**config.mk**
```make
export PLATFORM = sky130hd
export DESIGN_NAME = lvds_21bit_deserializer
export DESIGN_NICKNAME = d
export VERILOG_FILES = /design/src/rtl/deser_pkg.sv /design/src/rtl/link_sync3.sv /design/src/rtl/lvds_21bit_deserializer.sv
export SDC_FILE = /design/constraint.sdc
export NUM_CORES = 1
export LEC_CHECK = 0
export ABC_AREA = 1
export BUFFER_PORTS_ARGS = -buffer_cell sky130_fd_sc_hd__buf_4
export CAP_MARGIN = 20
export CORE_MARGIN = 4
export CORE_UTILIZATION = 50
export DETAILED_ROUTE_END_ITERATION = 12
export PLACE_DENSITY = 0.66
export SYNTH_ARGS = -nofsm -noshare
export SYNTH_HDL_FRONTEND = slang
export SYNTH_SLANG_ARGS = --single-unit
```
**constraint.sdc**
```tcl
create_clock -name i_clk_sys -period 16 [get_ports i_clk_sys]
set_input_delay 0.8 -clock i_clk_sys [delete_from_list [all_inputs] [get_ports i_clk_sys]]
set_output_delay 0.8 -clock i_clk_sys [all_outputs]
set_load 0.01 [all_outputs]
```
**src/rtl/deser_pkg.sv**
```systemverilog
// Shared constants of the 21-bit forwarded-clock deserializer.
// Assumes a 200 MHz system clock that oversamples the link clock and the serial lanes.
package deser_pkg;

  // ************************************************************
  // Link shape
  // ************************************************************
  localparam int LANES = 3; // Serial data lanes
  localparam int SLOTS = 7; // Bits per lane per link clock period
  localparam int WORD_W = LANES * SLOTS; // Parallel word width (21)

  // ************************************************************
  // Timing figures and derived cycle counts
  // ************************************************************
  localparam int SYS_PERIOD_PS = 5000; // System clock period
  localparam longint LOCK_TIME_MS = 10; // Longest lock time after wake-up
  localparam longint LOCK_CYCLES = (LOCK_TIME_MS * 64'd1000000000) / SYS_PERIOD_PS; // Round down
  localparam int SLEEP_DELAY_US = 1; // Longest delay into the sleep output state
  localparam int SLEEP_DELAY_CYCLES = (SLEEP_DELAY_US * 1000000) / SYS_PERIOD_PS; // Round down
  localparam int LOSS_TIME_NS = 100; // Link clock silence that counts as lost
  localparam int LOSS_CYCLES = (LOSS_TIME_NS * 1000 + SYS_PERIOD_PS - 1) / SYS_PERIOD_PS; // Round up

  // ************************************************************
  // Widths and reset values
  // ************************************************************
  localparam int PHASE_W = 8; // Phase counter width, holds LOSS_CYCLES
  localparam logic [WORD_W-1:0] WORD_RESET = '0; // Parallel word after reset
  localparam logic [LANES+1:0] SYNC_RESET = {1'b0, 1'b1, {LANES{1'b1}}}; // Sleep asserted, clock and lanes idle high

endpackage

```
**src/rtl/link_sync3.sv**
```systemverilog
// Three-stage input synchroniser with agreement filter.
// Assumes asynchronous inputs; output moves once stages two and three agree.
`timescale 1ns/1ps

module link_sync3 #(
  parameter int W = 1,
  parameter logic [W-1:0] INIT = '0
) (
  input wire logic i_clk_sys,
  input wire logic i_reset,
  input wire logic i_ce,
  input wire logic [W-1:0] i_async,
  output logic [W-1:0] o_stable
);

  // ************************************************************
  // Per-bit synchroniser chain
  // ************************************************************
  genvar b;
  generate
    for (b = 0; b < W; b++) begin : g_bit
      logic q1_r; // First stage, read only by the second
      logic q2_r; // Second stage
      logic q3_r; // Third stage
      logic st_r; // Filtered value
      logic st_nxt; // Next filtered value

      // Accept a change only when stages two and three agree
      always_comb begin
        st_nxt = (q2_r == q3_r) ? q3_r : st_r;
      end

      // Register the chain
      always_ff @(posedge i_clk_sys) begin
        if (i_reset) begin
          q1_r <= INIT[b];
          q2_r <= INIT[b];
          q3_r <= INIT[b];
          st_r <= INIT[b];
        end else if (i_ce) begin
          q1_r <= i_async[b];
          q2_r <= q1_r;
          q3_r <= q2_r;
          st_r <= st_nxt;
        end
      end

      assign o_stable[b] = st_r;
    end
  endgenerate

endmodule // link_sync3

```
**src/rtl/lvds_21bit_deserializer.sv**
```systemverilog
// Receive end of a forwarded-clock serial link: three lanes to one 21-bit word.
// Assumes the system clock oversamples the link clock well; all link pins are asynchronous.
`timescale 1ns/1ps

module lvds_21bit_deserializer #(
  parameter longint LOCK_CYCLES_P = deser_pkg::LOCK_CYCLES // Shorten for simulation
) (
  input wire logic i_clk_sys,
  input wire logic i_reset,
  input wire logic i_ce,
  input wire logic [deser_pkg::LANES-1:0] i_serial_lane_in,
  input wire logic i_forwarded_clock_in,
  input wire logic i_sleep_request_n,
  output logic [deser_pkg::WORD_W-1:0] o_parallel_word_out,
  output logic o_recovered_clock_out
);
  import deser_pkg::*;

  // ************************************************************
  // Input synchronisers
  // ************************************************************
  logic [LANES-1:0] lane_s; // Filtered lane levels
  logic clk_s; // Filtered forwarded clock
  logic sleep_n_s; // Filtered sleep request, low means sleep

  // All link pins cross into the system domain here
  link_sync3 #(
    .W(LANES + 2),
    .INIT(SYNC_RESET)
  ) u_sync (
    .i_clk_sys(i_clk_sys),
    .i_reset(i_reset),
    .i_ce(i_ce),
    .i_async({i_sleep_request_n, i_forwarded_clock_in, i_serial_lane_in}),
    .o_stable({sleep_n_s, clk_s, lane_s})
  );

  // ************************************************************
  // Clock tracking and lock state
  // ************************************************************
  logic clk_prev_r, clk_prev_nxt; // Last filtered clock level
  logic [PHASE_W-1:0] phase_r, phase_nxt; // Cycles since last rising edge
  logic [PHASE_W-1:0] period_r, period_nxt; // Measured link period in cycles
  logic clock_ok_r, clock_ok_nxt; // Forwarded clock present
  logic [31:0] lock_cnt_r, lock_cnt_nxt; // Lock timer
  logic rise; // Rising edge of forwarded clock
  logic locked; // Lock reached

  // Find edges, measure period, flag loss, run lock timer
  always_comb begin
    clk_prev_nxt = clk_s;
    rise = clk_s & ~clk_prev_r;
    phase_nxt = phase_r;
    period_nxt = period_r;
    clock_ok_nxt = clock_ok_r;
    lock_cnt_nxt = lock_cnt_r;
    locked = (lock_cnt_r == 32'(LOCK_CYCLES_P));
    if (rise) begin
      // New frame starts
      period_nxt = phase_r + 8'h01;
      phase_nxt = '0;
      clock_ok_nxt = 1'b1;
    end else if (phase_r != PHASE_W'(LOSS_CYCLES)) begin
      phase_nxt = phase_r + 8'h01;
    end else begin
      // Silence too long: clock counts as lost
      clock_ok_nxt = 1'b0;
    end
    if (!sleep_n_s || !clock_ok_r) begin
      // Lock restarts on wake-up or clock return
      lock_cnt_nxt = '0;
    end else if (!locked) begin
      lock_cnt_nxt = lock_cnt_r + 32'h1;
    end
  end

  // Register clock tracking
  always_ff @(posedge i_clk_sys) begin
    if (i_reset) begin
      // Idle-high clock level, so leaving reset shows no false rise
      clk_prev_r <= 1'b1;
      phase_r <= '0;
      period_r <= '0;
      clock_ok_r <= 1'b0;
      lock_cnt_r <= '0;
    end else if (i_ce) begin
      clk_prev_r <= clk_prev_nxt;
      phase_r <= phase_nxt;
      period_r <= period_nxt;
      clock_ok_r <= clock_ok_nxt;
      lock_cnt_r <= lock_cnt_nxt;
    end
  end

  // ************************************************************
  // Bit slot sampling and word output
  // ************************************************************
  logic [2:0] slot_r, slot_nxt; // Next bit slot to sample
  logic [WORD_W-1:0] assemble_r, assemble_nxt; // Frame under assembly
  logic [WORD_W-1:0] word_r, word_nxt; // Delivered word
  logic valid_r, valid_nxt; // Word is a valid delivered frame
  logic clk_out_r, clk_out_nxt; // Recovered clock
  logic [11:0] mul; // Slot centre times period
  logic [11:0] thresh; // Cycles after the rise cycle at which current slot is sampled
  logic sample_en; // Sample the lanes this cycle
  logic load; // Deliver the assembled frame

  // Sample slot centres, assemble, deliver on the next edge
  always_comb begin
    mul = 12'({slot_r, 1'b1}) * 12'(period_r);
    thresh = mul / 12'(2 * SLOTS);
    slot_nxt = slot_r;
    assemble_nxt = assemble_r;
    word_nxt = word_r;
    valid_nxt = valid_r;
    sample_en = 1'b0;
    load = rise && locked && clock_ok_r && sleep_n_s && (slot_r == 3'(SLOTS));
    // Slot k is taken (2k+1)*P/14 cycles after the rise cycle, which counts as phase -1.
    // A period under 14 cycles is refused: each bit needs two samples to pass the pin filter.
    if (rise) begin
      slot_nxt = '0;
    end else if ((slot_r < 3'(SLOTS)) && (({4'h0, phase_r} + 12'h001) == thresh)) begin
      // Seven slots share one period
      sample_en = 1'b1;
      slot_nxt = slot_r + 3'h1;
      for (int l = 0; l < LANES; l++) begin
        // Idle-high lanes fill the frame with ones
        assemble_nxt[l * SLOTS + int'(slot_r)] = lane_s[l];
      end
    end
    if (!sleep_n_s) begin
      // Sleep drives the word low
      word_nxt = WORD_RESET;
      valid_nxt = 1'b0;
    end else if (load) begin
      // All bits leave together
      word_nxt = assemble_r;
      valid_nxt = 1'b1;
    end else if (!clock_ok_r || !locked) begin
      // Word holds its value, only the strobe stops
      valid_nxt = 1'b0;
    end
    // Strobe rises one cycle after the word changes
    clk_out_nxt = valid_r && clock_ok_r && sleep_n_s && locked && (phase_nxt != '0) &&
                  (phase_nxt <= (period_r >> 1));
  end

  // Register the data path
  always_ff @(posedge i_clk_sys) begin
    if (i_reset) begin
      slot_r <= '0;
      assemble_r <= WORD_RESET;
      word_r <= WORD_RESET;
      valid_r <= 1'b0;
      clk_out_r <= 1'b0;
    end else if (i_ce) begin
      slot_r <= slot_nxt;
      assemble_r <= assemble_nxt;
      word_r <= word_nxt;
      valid_r <= valid_nxt;
      clk_out_r <= clk_out_nxt;
    end
  end

  assign o_parallel_word_out = word_r;
  assign o_recovered_clock_out = clk_out_r;

  // ************************************************************
  // Assertions
  // ************************************************************
  localparam int SLEEP_LIMIT = SLEEP_DELAY_CYCLES; // Bound for sleep entry
endmodule // lvds_21bit_deserializer

```
Word level (Yosys, flattened, before mapping). Cells that the tools add are included. W data, S select, Z words.

Flip-flop bits (word level): 117. Input port bits: 8. Logic and storage cells: 116.

$add $sub $neg: 6. Multiply operators: 1. Divide/modulo/power cells: 1. Order comparisons: 8. Eq/ne operators: 13. Multiplexer cells: 22. Bitwise operators: 3. Reduce and logical (&&, ||, !) cells: 32.

Operators by type and width (count): $mux W32 (2); $bwmux W21 (3); $mux W21 (2); $add A32 B1 Y32 const B (1); $eq A32 B21 Y1 const B (1); $reduce_and A2 Y1 (11); $mux W8 (2); $logic_and A1 B1 Y1 (13); $div A12 B4 Y12 const B (1); $eq A9 B12 Y1 (1); $mul A4 B8 Y12 (1); $demux W1 S5 (2); $add A8 B1 Y9 const B (1); $add A8 B1 Y8 const B (1); $le A8 B7 Y1 (1); $mux W1 (8); $ne A8 B5 Y1 const B (1); $reduce_bool A8 Y1 (1); $lt A3 B6 Y1 const B (1); $lt A4 B6 Y1 const B (1); $lt A5 B6 Y1 const B (1); $mux W3 (2); $add A4 B3 Y5 const A (1); $eq A1 B1 Y1 (5); other kinds (17) (22).

Logic depth before layout (Yosys ltp). Gate-level depths: netlist (run 1).

Word-level depth: 8. Gate-level depth with buffers: 50. Gate-level depth less buffers: 47.

Hierarchy. Synthesis (run 1) repeated with hierarchy kept, for this count alone.

Cell total of the unflattened synthesis: 1111. Area total of the unflattened synthesis: 7548.5 um2.

Modules (own cells, without submodules): lvds_21bit_deserializer (instances 1, cells each 1011, area an instance 6663.9 um2); link_sync3 (instances 1, cells each 100, area an instance 884.6 um2).

Worst setup path before layout (run 1). OpenSTA, ideal clock, no wires.

Path kind: reg2reg. Start point: register slot_r[0]. End point: register assemble_r[18]. Arrival: 5.554 ns. Data required time: 15.885 ns. Path slack: 10.330 ns. Cell stages (with the launch flop): 44. Buffers on the path: 3. Period minus slack after synthesis: 5.670 ns. Path through: dfxtp_1 > clkbuf_1 > clkbuf_1 > nand2_1 > fa_1 > fa_1 > fa_1 > nand3b_1 > nand2_1 > nand2_1 > nand2_1 > nand2_1 > nand2_2 > nor2_4 > nand2_2 > nand2_2 > nor2_2 > nand2_2 > (+8 left out) > nand2_2 > nand2_2 > nand3_1 > o21bai_1 > nand2_2 > nand2_1 > inv_1 > nor2_2 > nand2_1 > nand2_1 > nand2_1 > a21oi_2 > nand3_1 > nand2_2 > nor2_8 > buf_4 > a31oi_1 > nor2_1.

Longest elaborated chain between the ends: 7.

RTL lines: from (decl) (line lvds_21bit_deserializer.sv:98) `logic [2:0] slot_r, slot_nxt;`; from (signal assigned) (line lvds_21bit_deserializer.sv:157) `slot_r <= slot_nxt;`; branches (longest 7 deep; another with $mul A4 B8 Y12); to (signal assigned) (line lvds_21bit_deserializer.sv:158) `assemble_r <= assemble_nxt;`; to (decl) (line lvds_21bit_deserializer.sv:99) `logic [WORD_W-1:0] assemble_r, assemble_nxt;`.

Parallel ways; which one is timed is not known. A chain may end at the register's enable or synchronous reset.

Worst setup path in the final report (run 1).
Start point: register slot_r[0]. End point: register assemble_r[19].

The elaborated chain is that of the path after synthesis.

==> metrics, run 1 <==
total core area=14800 µm²; Sw Share=25.9%; DR iter-0 viols=479; Most common cell on crit path=nand2_1; H-tree depth=4; power density over cell area=86.7 nW/µm²; FF-to-FF Start=slot_r[0]$_SDFFE_PP0P_; Seq pwr share=between 40% and 50%; die height=132 µm; Layout Area Growth over Synthesis=11.5%; Starting Density=51.8%; Worst-path clk slew=0.06 ns; sequential cell area=2340 µm²; RSZ-0062 raised after global routing=no; Post-synth EDFFs=0; Chip Width=132 µm; slowest CP cell=dfxtp_1; cts hold-fix bufs=0; R2R depth=39; GRT Resource Usage Total=20.3%; num ports=30; max-cap violation count=0; Hold Slack=0.455 ns; R2R Path End=assemble_r[19]$_SDFFE_PP0P_; register bit count reported by yosys=117; vias in the first global route=6608; initial antenna violation count=0; share of cells above drive strength 1=a little under a tenth; CTS tree=done; clock network power share=50.6%; Post-CTS Resized=0; post-synthesis sequential area ratio=30.7%; Pre-antenna DRT Iters=4; WP data arrival=6.65 ns; worst slew pin tran=0.945 ns; worst skew pair latency=0.42 ns; origin of the worst setup path=slot_r[0]$_SDFFE_PP0P_; R2R Setup Slk=9.63 ns; post-synth top area share=30.7%; cell leakage power=between 3 and 4 nW; largest net degree at the start of global routing=52; Placer Congestion=0.876; CTS sink cnt=117; VDD IR max=0.0770 mV; syn nets=~1200; Worst path max stage delay=0.76 ns; Hold Fails Final Rpt=0; outcome=finished, final reports clean; Post-Layout Cell Count=1352; # placed instances=between 1000 and 1500; die area=17300 µm²; nets=1214; ranking of synthesized cells by area=dfxtp_1, nand2_1, inv_1; crit path capture type=flip-flop; P_sw=0.000191 W; Total Routed Length=17200 µm; Post-CTS Setup Bufs=0; main flop type after synthesis=dfxtp_1; Comb pwr share=8.2%; worst endpoint required time=16.28 ns; synthesized netlist cell count=1142; relative max-transition margin=36.7%; Worst Setup Start Kind=flip-flop; Hold Path Class=reg -> reg; clock buffer depth=2; synthesized cell area=7640 µm²; global-route wire length before repair=30100 µm; fmax=157 MHz; clk root buf=clkbuf_16; crit path kind=reg -> reg; area leader, netlist=dfxtp_1; Residual DRC=0; worst-path fanout max=45; grt total ovfl=0; n_diodes=0; synth warn=0; dpl hpwl=12600 µm; skew final=about 0.0062 ns; final worst-path cycle share=39.8%; cts bufs inserted=17; Post-DRT Antenna Nets=0; Via density=5.19; fill cell count=approximately 1500; FFs w/ async S/R, synth=0%; min Tclk post-route=6.37 ns; Port Buffers=29; Worst Hold Launch=u_sync.g_bit[0].q1_r$_SDFFE_PP1P_; Rows=44; capture point of the worst path=assemble_r[19]$_SDFFE_PP0P_; vias=7014; final setup vio count=0; Int Pwr=0.000547 W; final slew viol count=0; syn avg cell area=approximately 6.7 µm²; Sum Neg Setup Slack=0 ns; Yosys cell types=46; drt wl/cell=12.7 µm; area of the multi-input gates=4420 µm²
==> cells in the mapped netlist (all sizes together), types with 2 or more instances <==
cell / count
a211oi: 4
a21oi: 91
a31oi: 21
a41oi: 3
buf: 8
clkbuf: 30
dfxtp: 117
fa: 12
ha: 39
inv: 188
nand2: 283
nand3: 58
nand4: 46
nor2: 102
nor3: 25
nor3b: 3
nor4: 14
o2111ai: 2
o211ai: 6
o21a: 5
o21ai: 59
o21bai: 3
o31ai: 3
xnor2: 2
xor2: 11
==> cell usage in the layout, fill, tap and decap left out, drive strengths merged, types with 5 or more instances in the layout <==
cell type / synthesis / routed
o21ai: 59 / 59
clkinv: 1 / 6
buf: 8 / 32
a31oi: 21 / 21
nand3: 58 / 58
ha: 39 / 39
nand2: 283 / 283
nor3: 25 / 25
clkbuf: 30 / 18
fa: 12 / 12
o211ai: 6 / 6
inv: 188 / 191
o21a: 5 / 5
dfxtp: 117 / 117
nand4: 46 / 46
nor2: 102 / 102
nor4: 14 / 14
a21oi: 91 / 91
xor2: 11 / 11
==> critical path, delay by kind of cell (launching register included) <==
family                   cells  cell delay (ns)
AND/OR/NAND/NOR             33             3.63
adder cells (fa/ha/maj)      3             1.48
flip-flops                   1             0.76
AO/OA/AOI/OAI                3             0.37
==> worst min path at each step <==
| stage | end | slack (ns) | cells past startpoint |
|---|---|---|---|
| floorplan | u_sync.g_bit[0].q1_r$_SDFFE_PP1P_ | 0.43 | 2 |
| global placement | u_sync.g_bit[0].q2_r$_SDFFE_PP1P_ | 0.44 | 2 |
| detailed placement | u_sync.g_bit[2].q1_r$_SDFFE_PP1P_ | 0.44 | 2 |
| CTS | assemble_r[20]$_SDFFE_PP0P_ | 0.46 | 2 |
| global route | o_parallel_word_out[15]$_SDFFE_PP0P_ | 0.47 | 2 |
| finish | u_sync.g_bit[0].q1_r$_SDFFE_PP1P_ | 0.46 | 2 |
==> area by class of cell <==
type / instances / area share [%]
Multi-Input combinational cell: 798 / 51.8
Sequential cell: 117 / 27.5
Inverter: 189 / 8.32
Clock buffer: 18 / 5.04
Timing Repair Buffer: 32 / 2.82
Tap cell: 184 / 2.70
Clock inverter: 14 / 1.79
==> cell families (layout without fill, tap and decap cells) <==
family          Yosys count  count (layout)  synth area share [%]
compound gates          200             200                  14.8
xor+xnor                 13              13                  1.49
fa+ha+maj                51              51                  9.53
buf+inv                 227             253                  11.5
flops                   117             117                  30.7
simple gates            534             534                  32.1
==> state kept, by name (all words and copies together), names as in the netlist <==
signal / cells
lock_cnt_r: 32
assemble_r: 21
o_parallel_word_out: 21
period_r: 8
phase_r: 8
u_sync.g_bit.q1_r: 5
u_sync.g_bit.q2_r: 5
u_sync.g_bit.q3_r: 5
u_sync.g_bit.st_r: 5
slot_r: 3
clk_prev_r: 1
clock_ok_r: 1
o_recovered_clock_out: 1
valid_r: 1
==> power by group through the flow <==
| stage | Combinational, W | Sequential, W | Clock, W |
|---|---|---|---|
| final | 0.0000605 | 0.000304 | 0.000374 |
| after detailed placement | 0.0000607 | 0.000310 | 0 |
| after global placement | 0.0000603 | 0.000310 | 0 |
| after floorplan | 0.0000497 | 0.000307 | 0 |
| after CTS | 0.0000611 | 0.000304 | 0.000381 |
| after global routing | 0.0000702 | 0.000305 | 0.000398 |
==> metrics by stage <==
stage	utilization, %	instance area (µm²)	setup slack (ns)	total power (W)
floorplan	-	7640	10.33	0.000357
global placement	53.8	7940	9.78	0.000370
detailed placement	53.8	7940	9.67	0.000371
CTS	57.8	8520	9.64	0.000746
global route	57.8	8520	8.91	0.000773
finish	57.8	8520	9.63	0.000738
==> per-layer routing <==
metal / up-vias / routed length (µm) / global-route usage (%)
li1: 3766 / - / -
met1: 3136 / 8610 / 26.8
met2: 95 / 7850 / 33.8
met3: 17 / 467 / 3.75
met4: 0 / 242 / 6.07
met5: - / 0 / 0
No activity file was read; power rests on OpenSTA's default activity.
==> inputs of run 2 (changes only) <==
--- a/config.mk
+++ b/config.mk
@@ -11,7 +11,7 @@
 export CORE_MARGIN = 4
 export CORE_UTILIZATION = 50
 export DETAILED_ROUTE_END_ITERATION = 12
-export PLACE_DENSITY = 0.66
+export PLACE_DENSITY = 0.68
 export SYNTH_ARGS = -nofsm -noshare
 export SYNTH_HDL_FRONTEND = slang
 export SYNTH_SLANG_ARGS = --single-unit
==> constraint.sdc (replaced) <==
create_clock -name i_clk_sys -period 5.35 [get_ports i_clk_sys]
set_input_delay 0.2675 -clock i_clk_sys [delete_from_list [all_inputs] [get_ports i_clk_sys]]
set_output_delay 0.2675 -clock i_clk_sys [all_outputs]
set_load 0.01 [all_outputs]
==> run 2 against run 1 <==
Compared with the run above:
- first-iteration DRC count fell by 8.8%
- flip-flop and latch count did not move
- via count rose by 6.7%
- critical path depth rose by 4
- design area rose by 11%
- the flow now finishes with violations (setup timing)
- cell count rose by 4.4%
- fmax rose by 12%
- worst hold slack got worse by 0.39 ns
- sequential power rose to 3.0 times the previous value
- die area did not move
- sequential share of layout area fell by 2.6 points
- power rose to 3.0 times the previous value
==> metrics, run 2 (synthesis results as in run 1) <==
outcome=finished, violations left; failing checks=setup timing; CTS sink cnt=117; CTS tree=done; RSZ-0062 raised after global routing=yes; GRT Resource Usage Total=21.5%; global-route wire length before repair=31900 µm; max reg flops=32; Starting Density=51.8%; Hold Path Class=in -> reg; Sum Neg Setup Slack=-7.69 ns; clock buffer depth=2; Port Buffers=29; vias=between 7000 and 8000; DP Area=8360 µm²; Final Cell Area=9480 µm²; final setup vio count=24; slowest CP cell=fa_1; Worst Setup Start Kind=flip-flop; initial antenna violation count=0; Hold Fails Final Rpt=0; P_sw=0.000576 W; worst-path fanout max=14; grt total ovfl=0; final slew viol count=0; dpl hpwl=roughly 13000 µm; die height=132 µm; share of cells above drive strength 1=roughly 20%; drt wl/cell=13.4 µm; largest net degree at the start of global routing=50; Int Pwr=0.00167 W; total power=0.00225 W; total core area=around 15000 µm²; clk root buf=clkbuf_16; Placer Congestion=0.884; Layout Area Growth over Synthesis=24.0%; hold path endpoint=u_sync.g_bit[0].q1_r$_SDFFE_PP1P_; Worst Hold Launch=i_serial_lane_in[0]; cts bufs inserted=17; hold path depth=3; fill cell count=roughly 1300; Residual DRC=0; R2R Path End=assemble_r[17]$_SDFFE_PP0P_; Worst-path clk slew=0.06 ns; skew final=0.00771 ns; commonest cells after routing, fill and taps aside=nand2_1, inv_1, dfxtp_1, nor2_1, buf_4; clock network power share=49.1%; relative max-transition margin=26.2%; max-cap violation count=0; die area=17300 µm²; Comb pwr share=10.6%; Rows=44; DR iter-0 viols=approximately 440; commonest non-fill, non-tap cell in the layout=nand2_1; Chip Width=between 100 and 150 µm; crit path capture type=flip-flop; setup ws final=-0.351 ns; Total Routed Length=18900 µm; power density over cell area=238 nW/µm²; R2R Setup Slk=-0.35 ns; worst slew pin tran=1.10 ns; min Tclk post-route=5.70 ns; fmax=175 MHz; n_diodes=0; num ports=30; R2R depth=43; Pre-antenna DRT Iters=5; crit path kind=reg -> reg; Post-Layout Cell Count=1412; Seq pwr share=40.3%; H-tree depth=4; # placed instances=roughly 1400; Sw Share=between 20 and 30%; final worst-path cycle share=107%; pre-CTS setup slack=-0.287 ns; nets=around 1300; Post-DRT Antenna Nets=0; Via density=5.30; worst skew pair latency=0.41 ns; worst endpoint required time=5.69 ns; FF-to-FF Start=slot_r[2]$_SDFFE_PP0P_; Most common cell on crit path=nand2_2; most flop-heavy register=lock_cnt_r; VDD IR max=approximately 0.21 mV; vias in the first global route=~7000; cell leakage power=4.34 nW; WP data arrival=6.04 ns; Worst path max stage delay=0.55 ns
run 2: cell types whose count changed in the layout (fill, tap and decap cells not counted), moves of 5 or more:
cell and change:
ha_1 -5, a21oi_4 +6, ha_4 +5, a21oi_1 -7
buf_4 +53, nand2_1 -31, nand2_4 +10, dfxtp_1 -6
inv_2 +13, nand2_2 +21, nand3_1 -5, inv_1 -13
run 2: how the worst max path moves through the flow:
stage / slack, ns / start / end / cells after the start
after detailed placement: -0.29 / slot_r[1]$_SDFFE_PP0P_ / assemble_r[16]$_SDFFE_PP0P_ / 37
final: -0.35 / slot_r[2]$_SDFFE_PP0P_ / assemble_r[17]$_SDFFE_PP0P_ / 43
after floorplan: 0.005 / slot_r[0]$_SDFFE_PP0P_ / assemble_r[18]$_SDFFE_PP0P_ / 43
after global placement: -0.23 / slot_r[1]$_SDFFE_PP0P_ / slot_r[2]$_SDFFE_PP0P_ / 36
after CTS: -0.24 / slot_r[2]$_SDFFE_PP0P_ / assemble_r[3]$_SDFFE_PP0P_ / 37
after global routing: -0.73 / slot_r[2]$_SDFFE_PP0P_ / assemble_r[17]$_SDFFE_PP0P_ / 46
run 2: per-stage QoR:
step	hold slack (ns)	utilization, %
3_3_place_gp	0.441	56.7
3_5_place_dp	0.443	56.7
4_1_cts	0.0437	62.0
5_1_grt	0.0640	64.2
2_1_floorplan	0.394	-
6_report	0.0624	64.2
run 2: worst max-delay path, delay by kind of cell, from the launching register on:
| kind | cells | cell delay (ns) |
|---|---|---|
| AOI/OAI and AO/OA | 5 | 0.70 |
| adders and majority gates | 3 | 1.27 |
| buffers and inverters | 7 | 0.64 |
| DFF | 1 | 0.37 |
| and+or+nand+nor | 28 | 2.63 |
run 2: cell type report:
type / instances / area [µm²] / share of cell area [%]
multi-input cells: 798 / 4820 / 50.9
flip-flops and latches: 117 / 2360 / 24.9
repair buffers: 92 / 781 / 8.24
inverters: 189 / 709 / 7.49
clock buffers: 20 / 447 / 4.71
well taps: 184 / 230 / 2.43
clock inverters: 12 / 131 / 1.39
run 2: power groups by stage:
stage	Sequential (W)	Combinational [W]	Clock (W)
6_report	0.000906	0.000239	0.00111
5_1_grt	0.000908	0.000266	0.00116
4_1_cts	0.000906	0.000216	0.00112
3_5_place_dp	0.000925	0.000204	0
3_3_place_gp	0.000925	0.000201	0
2_1_floorplan	0.000920	0.000152	0
run 2: timing repair:
action                     4_1_cts  5_1_grt
cloned                           2        1
setup endpoints to repair       24       24
pin swaps                        3       41
resized for setup               38       64
setup buffers                    8        5
hold buffers                     0        0
run 2: metal layers:
metal  track usage (%)  part of all wire (%)
met4              7.58                   1.8
met1              27.0                    46
met3              3.78                   2.9
met5                 0                     0
met2              37.2                    49
==> inputs of run 3 (changes only) <==
--- a/config.mk
+++ b/config.mk
@@ -9,9 +9,9 @@
 export BUFFER_PORTS_ARGS = -buffer_cell sky130_fd_sc_hd__buf_4
 export CAP_MARGIN = 20
 export CORE_MARGIN = 4
-export CORE_UTILIZATION = 50
+export CORE_UTILIZATION = 25
 export DETAILED_ROUTE_END_ITERATION = 12
-export PLACE_DENSITY = 0.68
+export PLACE_DENSITY = 0.39
 export SYNTH_ARGS = -nofsm -noshare
 export SYNTH_HDL_FRONTEND = slang
 export SYNTH_SLANG_ARGS = --single-unit
==> run 3 against run 2 <==
Compared with the run above:
- the run still ends with setup timing left
- critical endpoint is now assemble_r[13]$_SDFFE_PP0P_
- register-to-register slack about the same
- setup slack about the same
- highest routed layer unchanged
- utilization down 32 points
- flip-flop and latch count unchanged
- largest power group unchanged
- design area up 3.1%
- die area up 93%
- wire length up 13%
==> metrics, run 3 (synthesis results as in run 1) <==
Placer Congestion=0.790; die height=183 µm; crit path kind=reg -> reg; worst slew pin tran=~0.85 ns; final worst-path cycle share=107%; total core area=~30000 µm²; vias in the first global route=between 7000 and 8000; Starting Density=25.6%; max-cap violation count=0; crit path capture type=flip-flop; Int Pwr=~0.0017 W; worst-path fanout max=7; Worst-path clk slew=0.06 ns; drt wl/cell=13.1 µm; P_sw=0.000576 W; Post-DRT Antenna Nets=0; Chip Width=around 180 µm; setup ws final=-0.351 ns; vias=7253; CTS tree=done; RSZ-0062 raised after global routing=yes; initial antenna violation count=0; max reg flops=32; Worst Setup Start Kind=flip-flop; Layout Area Growth over Synthesis=27.9%; dpl hpwl=15600 µm; fmax=175 MHz; commonest cells after routing, fill and taps aside=nand2_1, inv_1, dfxtp_1, buf_4, nor2_1; met3 Use GR=~1.9%; slowest CP cell=fa_1; cts bufs inserted=17; clock network power share=50.7%; relative max-transition margin=a little over two fifths; clock buffer depth=2; cell leakage power=~4.4 nW; Most common cell on crit path=nand2_2; share of cells above drive strength 1=20.5%; VDD IR max=roughly 0.16 mV; Hold Fails Final Rpt=0; power density over cell area=about 240 nW/µm²; Post-Layout Cell Count=1627; CTS sink cnt=between 100 and 150; met1 Use GR=17.1%; Comb pwr share=10.2%; cts hold-fix bufs=0; Top delay family on crit path=simple AND/OR/NAND/NOR gates; num ports=30; skew final=0.0102 ns; met2 Resource Use GR=22.4%; final slew viol count=0; global-route wire length before repair=35800 µm; Most Crowded Layer GR=met2; worst skew pair latency=0.41 ns; WP data arrival=6.00 ns; n_diodes=0; die area=33400 µm²; Port Buffers=29; failing checks=setup timing; Hold Path Class=in -> reg; nets=1284; worst endpoint required time=around 5.7 ns; DR iter-0 viols=336; sum of buffers and inverters on the critical path=4; Worst path max stage delay=0.57 ns; min Tclk post-route=5.70 ns; largest net degree at the start of global routing=47; Sw Share=24.9%; Sum Neg Setup Slack=-7.24 ns; Total Routed Length=21300 µm; clk root buf=clkbuf_16; Rows=63; commonest non-fill, non-tap cell in the layout=nand2_1; most flop-heavy register=lock_cnt_r; outcome=finished, violations left; Via density=4.46; final setup vio count=24; Residual DRC=0; # placed instances=1575; H-tree depth=4; GRT Resource Usage Total=12.9%; total power=about 0.0023 W; Seq pwr share=39.1%; Pre-antenna DRT Iters=4; grt total ovfl=0; fill cell count=3234; pre-CTS setup slack=-0.400 ns
==> run 3: cell types whose count changed in the layout (fill, tap and decap cells not counted), moves of 2 or more <==
cell | previous run | this run
clkbuf_8 | 1 | 3
inv_2 | 19 | 17
inv_1 | 169 | 171
buf_4 | 85 | 95
a21oi_4 | 6 | 4
nor2_2 | 3 | 5
clkinv_4 | 3 | 1
nand2_1 | 232 | 234
nand3_1 | 47 | 45
a21oi_1 | 79 | 81
nand3_2 | 9 | 11
nand2_4 | 13 | 11
clkinvlp_4 | 4 | 1
==> run 3: what timing repair did <==
action,CTS,global route
setup buffers,12,7
pin swaps,13,37
resized for setup,50,41
endpoints found under the hold margin,0,0
gates cloned,2,0
setup endpoints to repair,24,24
==> run 3: worst paths after layout <==
kind         slack [ns]  cells past startpoint                                 to                              start
max               -0.35                     41        assemble_r[13]$_SDFFE_PP0P_             slot_r[0]$_SDFFE_PP0P_
min                0.06                      3  u_sync.g_bit[0].q1_r$_SDFFE_PP1P_                i_serial_lane_in[0]
max reg2reg       -0.35                     41        assemble_r[13]$_SDFFE_PP0P_             slot_r[0]$_SDFFE_PP0P_
min reg2reg        0.46                      2  u_sync.g_bit[3].q2_r$_SDFFE_PP1P_  u_sync.g_bit[3].q2_r$_SDFFE_PP1P_
==> run 3: metrics by stage <==
stage          utilization (%)  hold WS [ns]  cell area [µm²]
2_1_floorplan                -         0.394             7750
3_3_place_gp              29.0         0.444             8660
3_5_place_dp              29.0         0.447             8660
4_1_cts                   32.0        0.0522             9550
5_1_grt                   32.7        0.0654             9770
6_report                  32.7        0.0641             9770
==> run 3: cell type report <==
type / count / area, µm² / area share (%)
repair buffers: 102 / 851 / 8.71
well taps: 390 / 488 / 4.99
clock buffers: 22 / 474 / 4.85
multi-input cells: 798 / 4760 / 48.8
clock inverters: 9 / 126 / 1.29
flip-flops and latches: 117 / 2360 / 24.1
inverters: 189 / 709 / 7.26
==> run 3: worst reg2reg max path: cells and delay by family (launching register included) <==
| kind | cells | cell delay, ns |
|---|---|---|
| compound gates | 3 | 0.53 |
| xor+xnor | 1 | 0.14 |
| fa+ha+maj | 3 | 1.42 |
| buf+inv | 4 | 0.44 |
| flops | 1 | 0.40 |
| simple gates | 30 | 2.70 |
==> run 3: metal layers <==
| metal | part of all wire (%) | vias up |
|---|---|---|
| met5 | 0 | - |
| met4 | 0.70 | 0 |
| met3 | 1.8 | 5 |
| met2 | 48 | 50 |
| met1 | 50 | 3301 |
| li1 | - | 3897 |
==> run 3: power by group through the flow <==
stage          logic (W)  clock network, W  registers [W]
6_report        0.000237           0.00117       0.000906
5_1_grt         0.000269           0.00124       0.000908
4_1_cts         0.000236           0.00121       0.000906
3_5_place_dp    0.000214                 0       0.000925
3_3_place_gp    0.000214                 0       0.000926
2_1_floorplan   0.000152                 0       0.000920
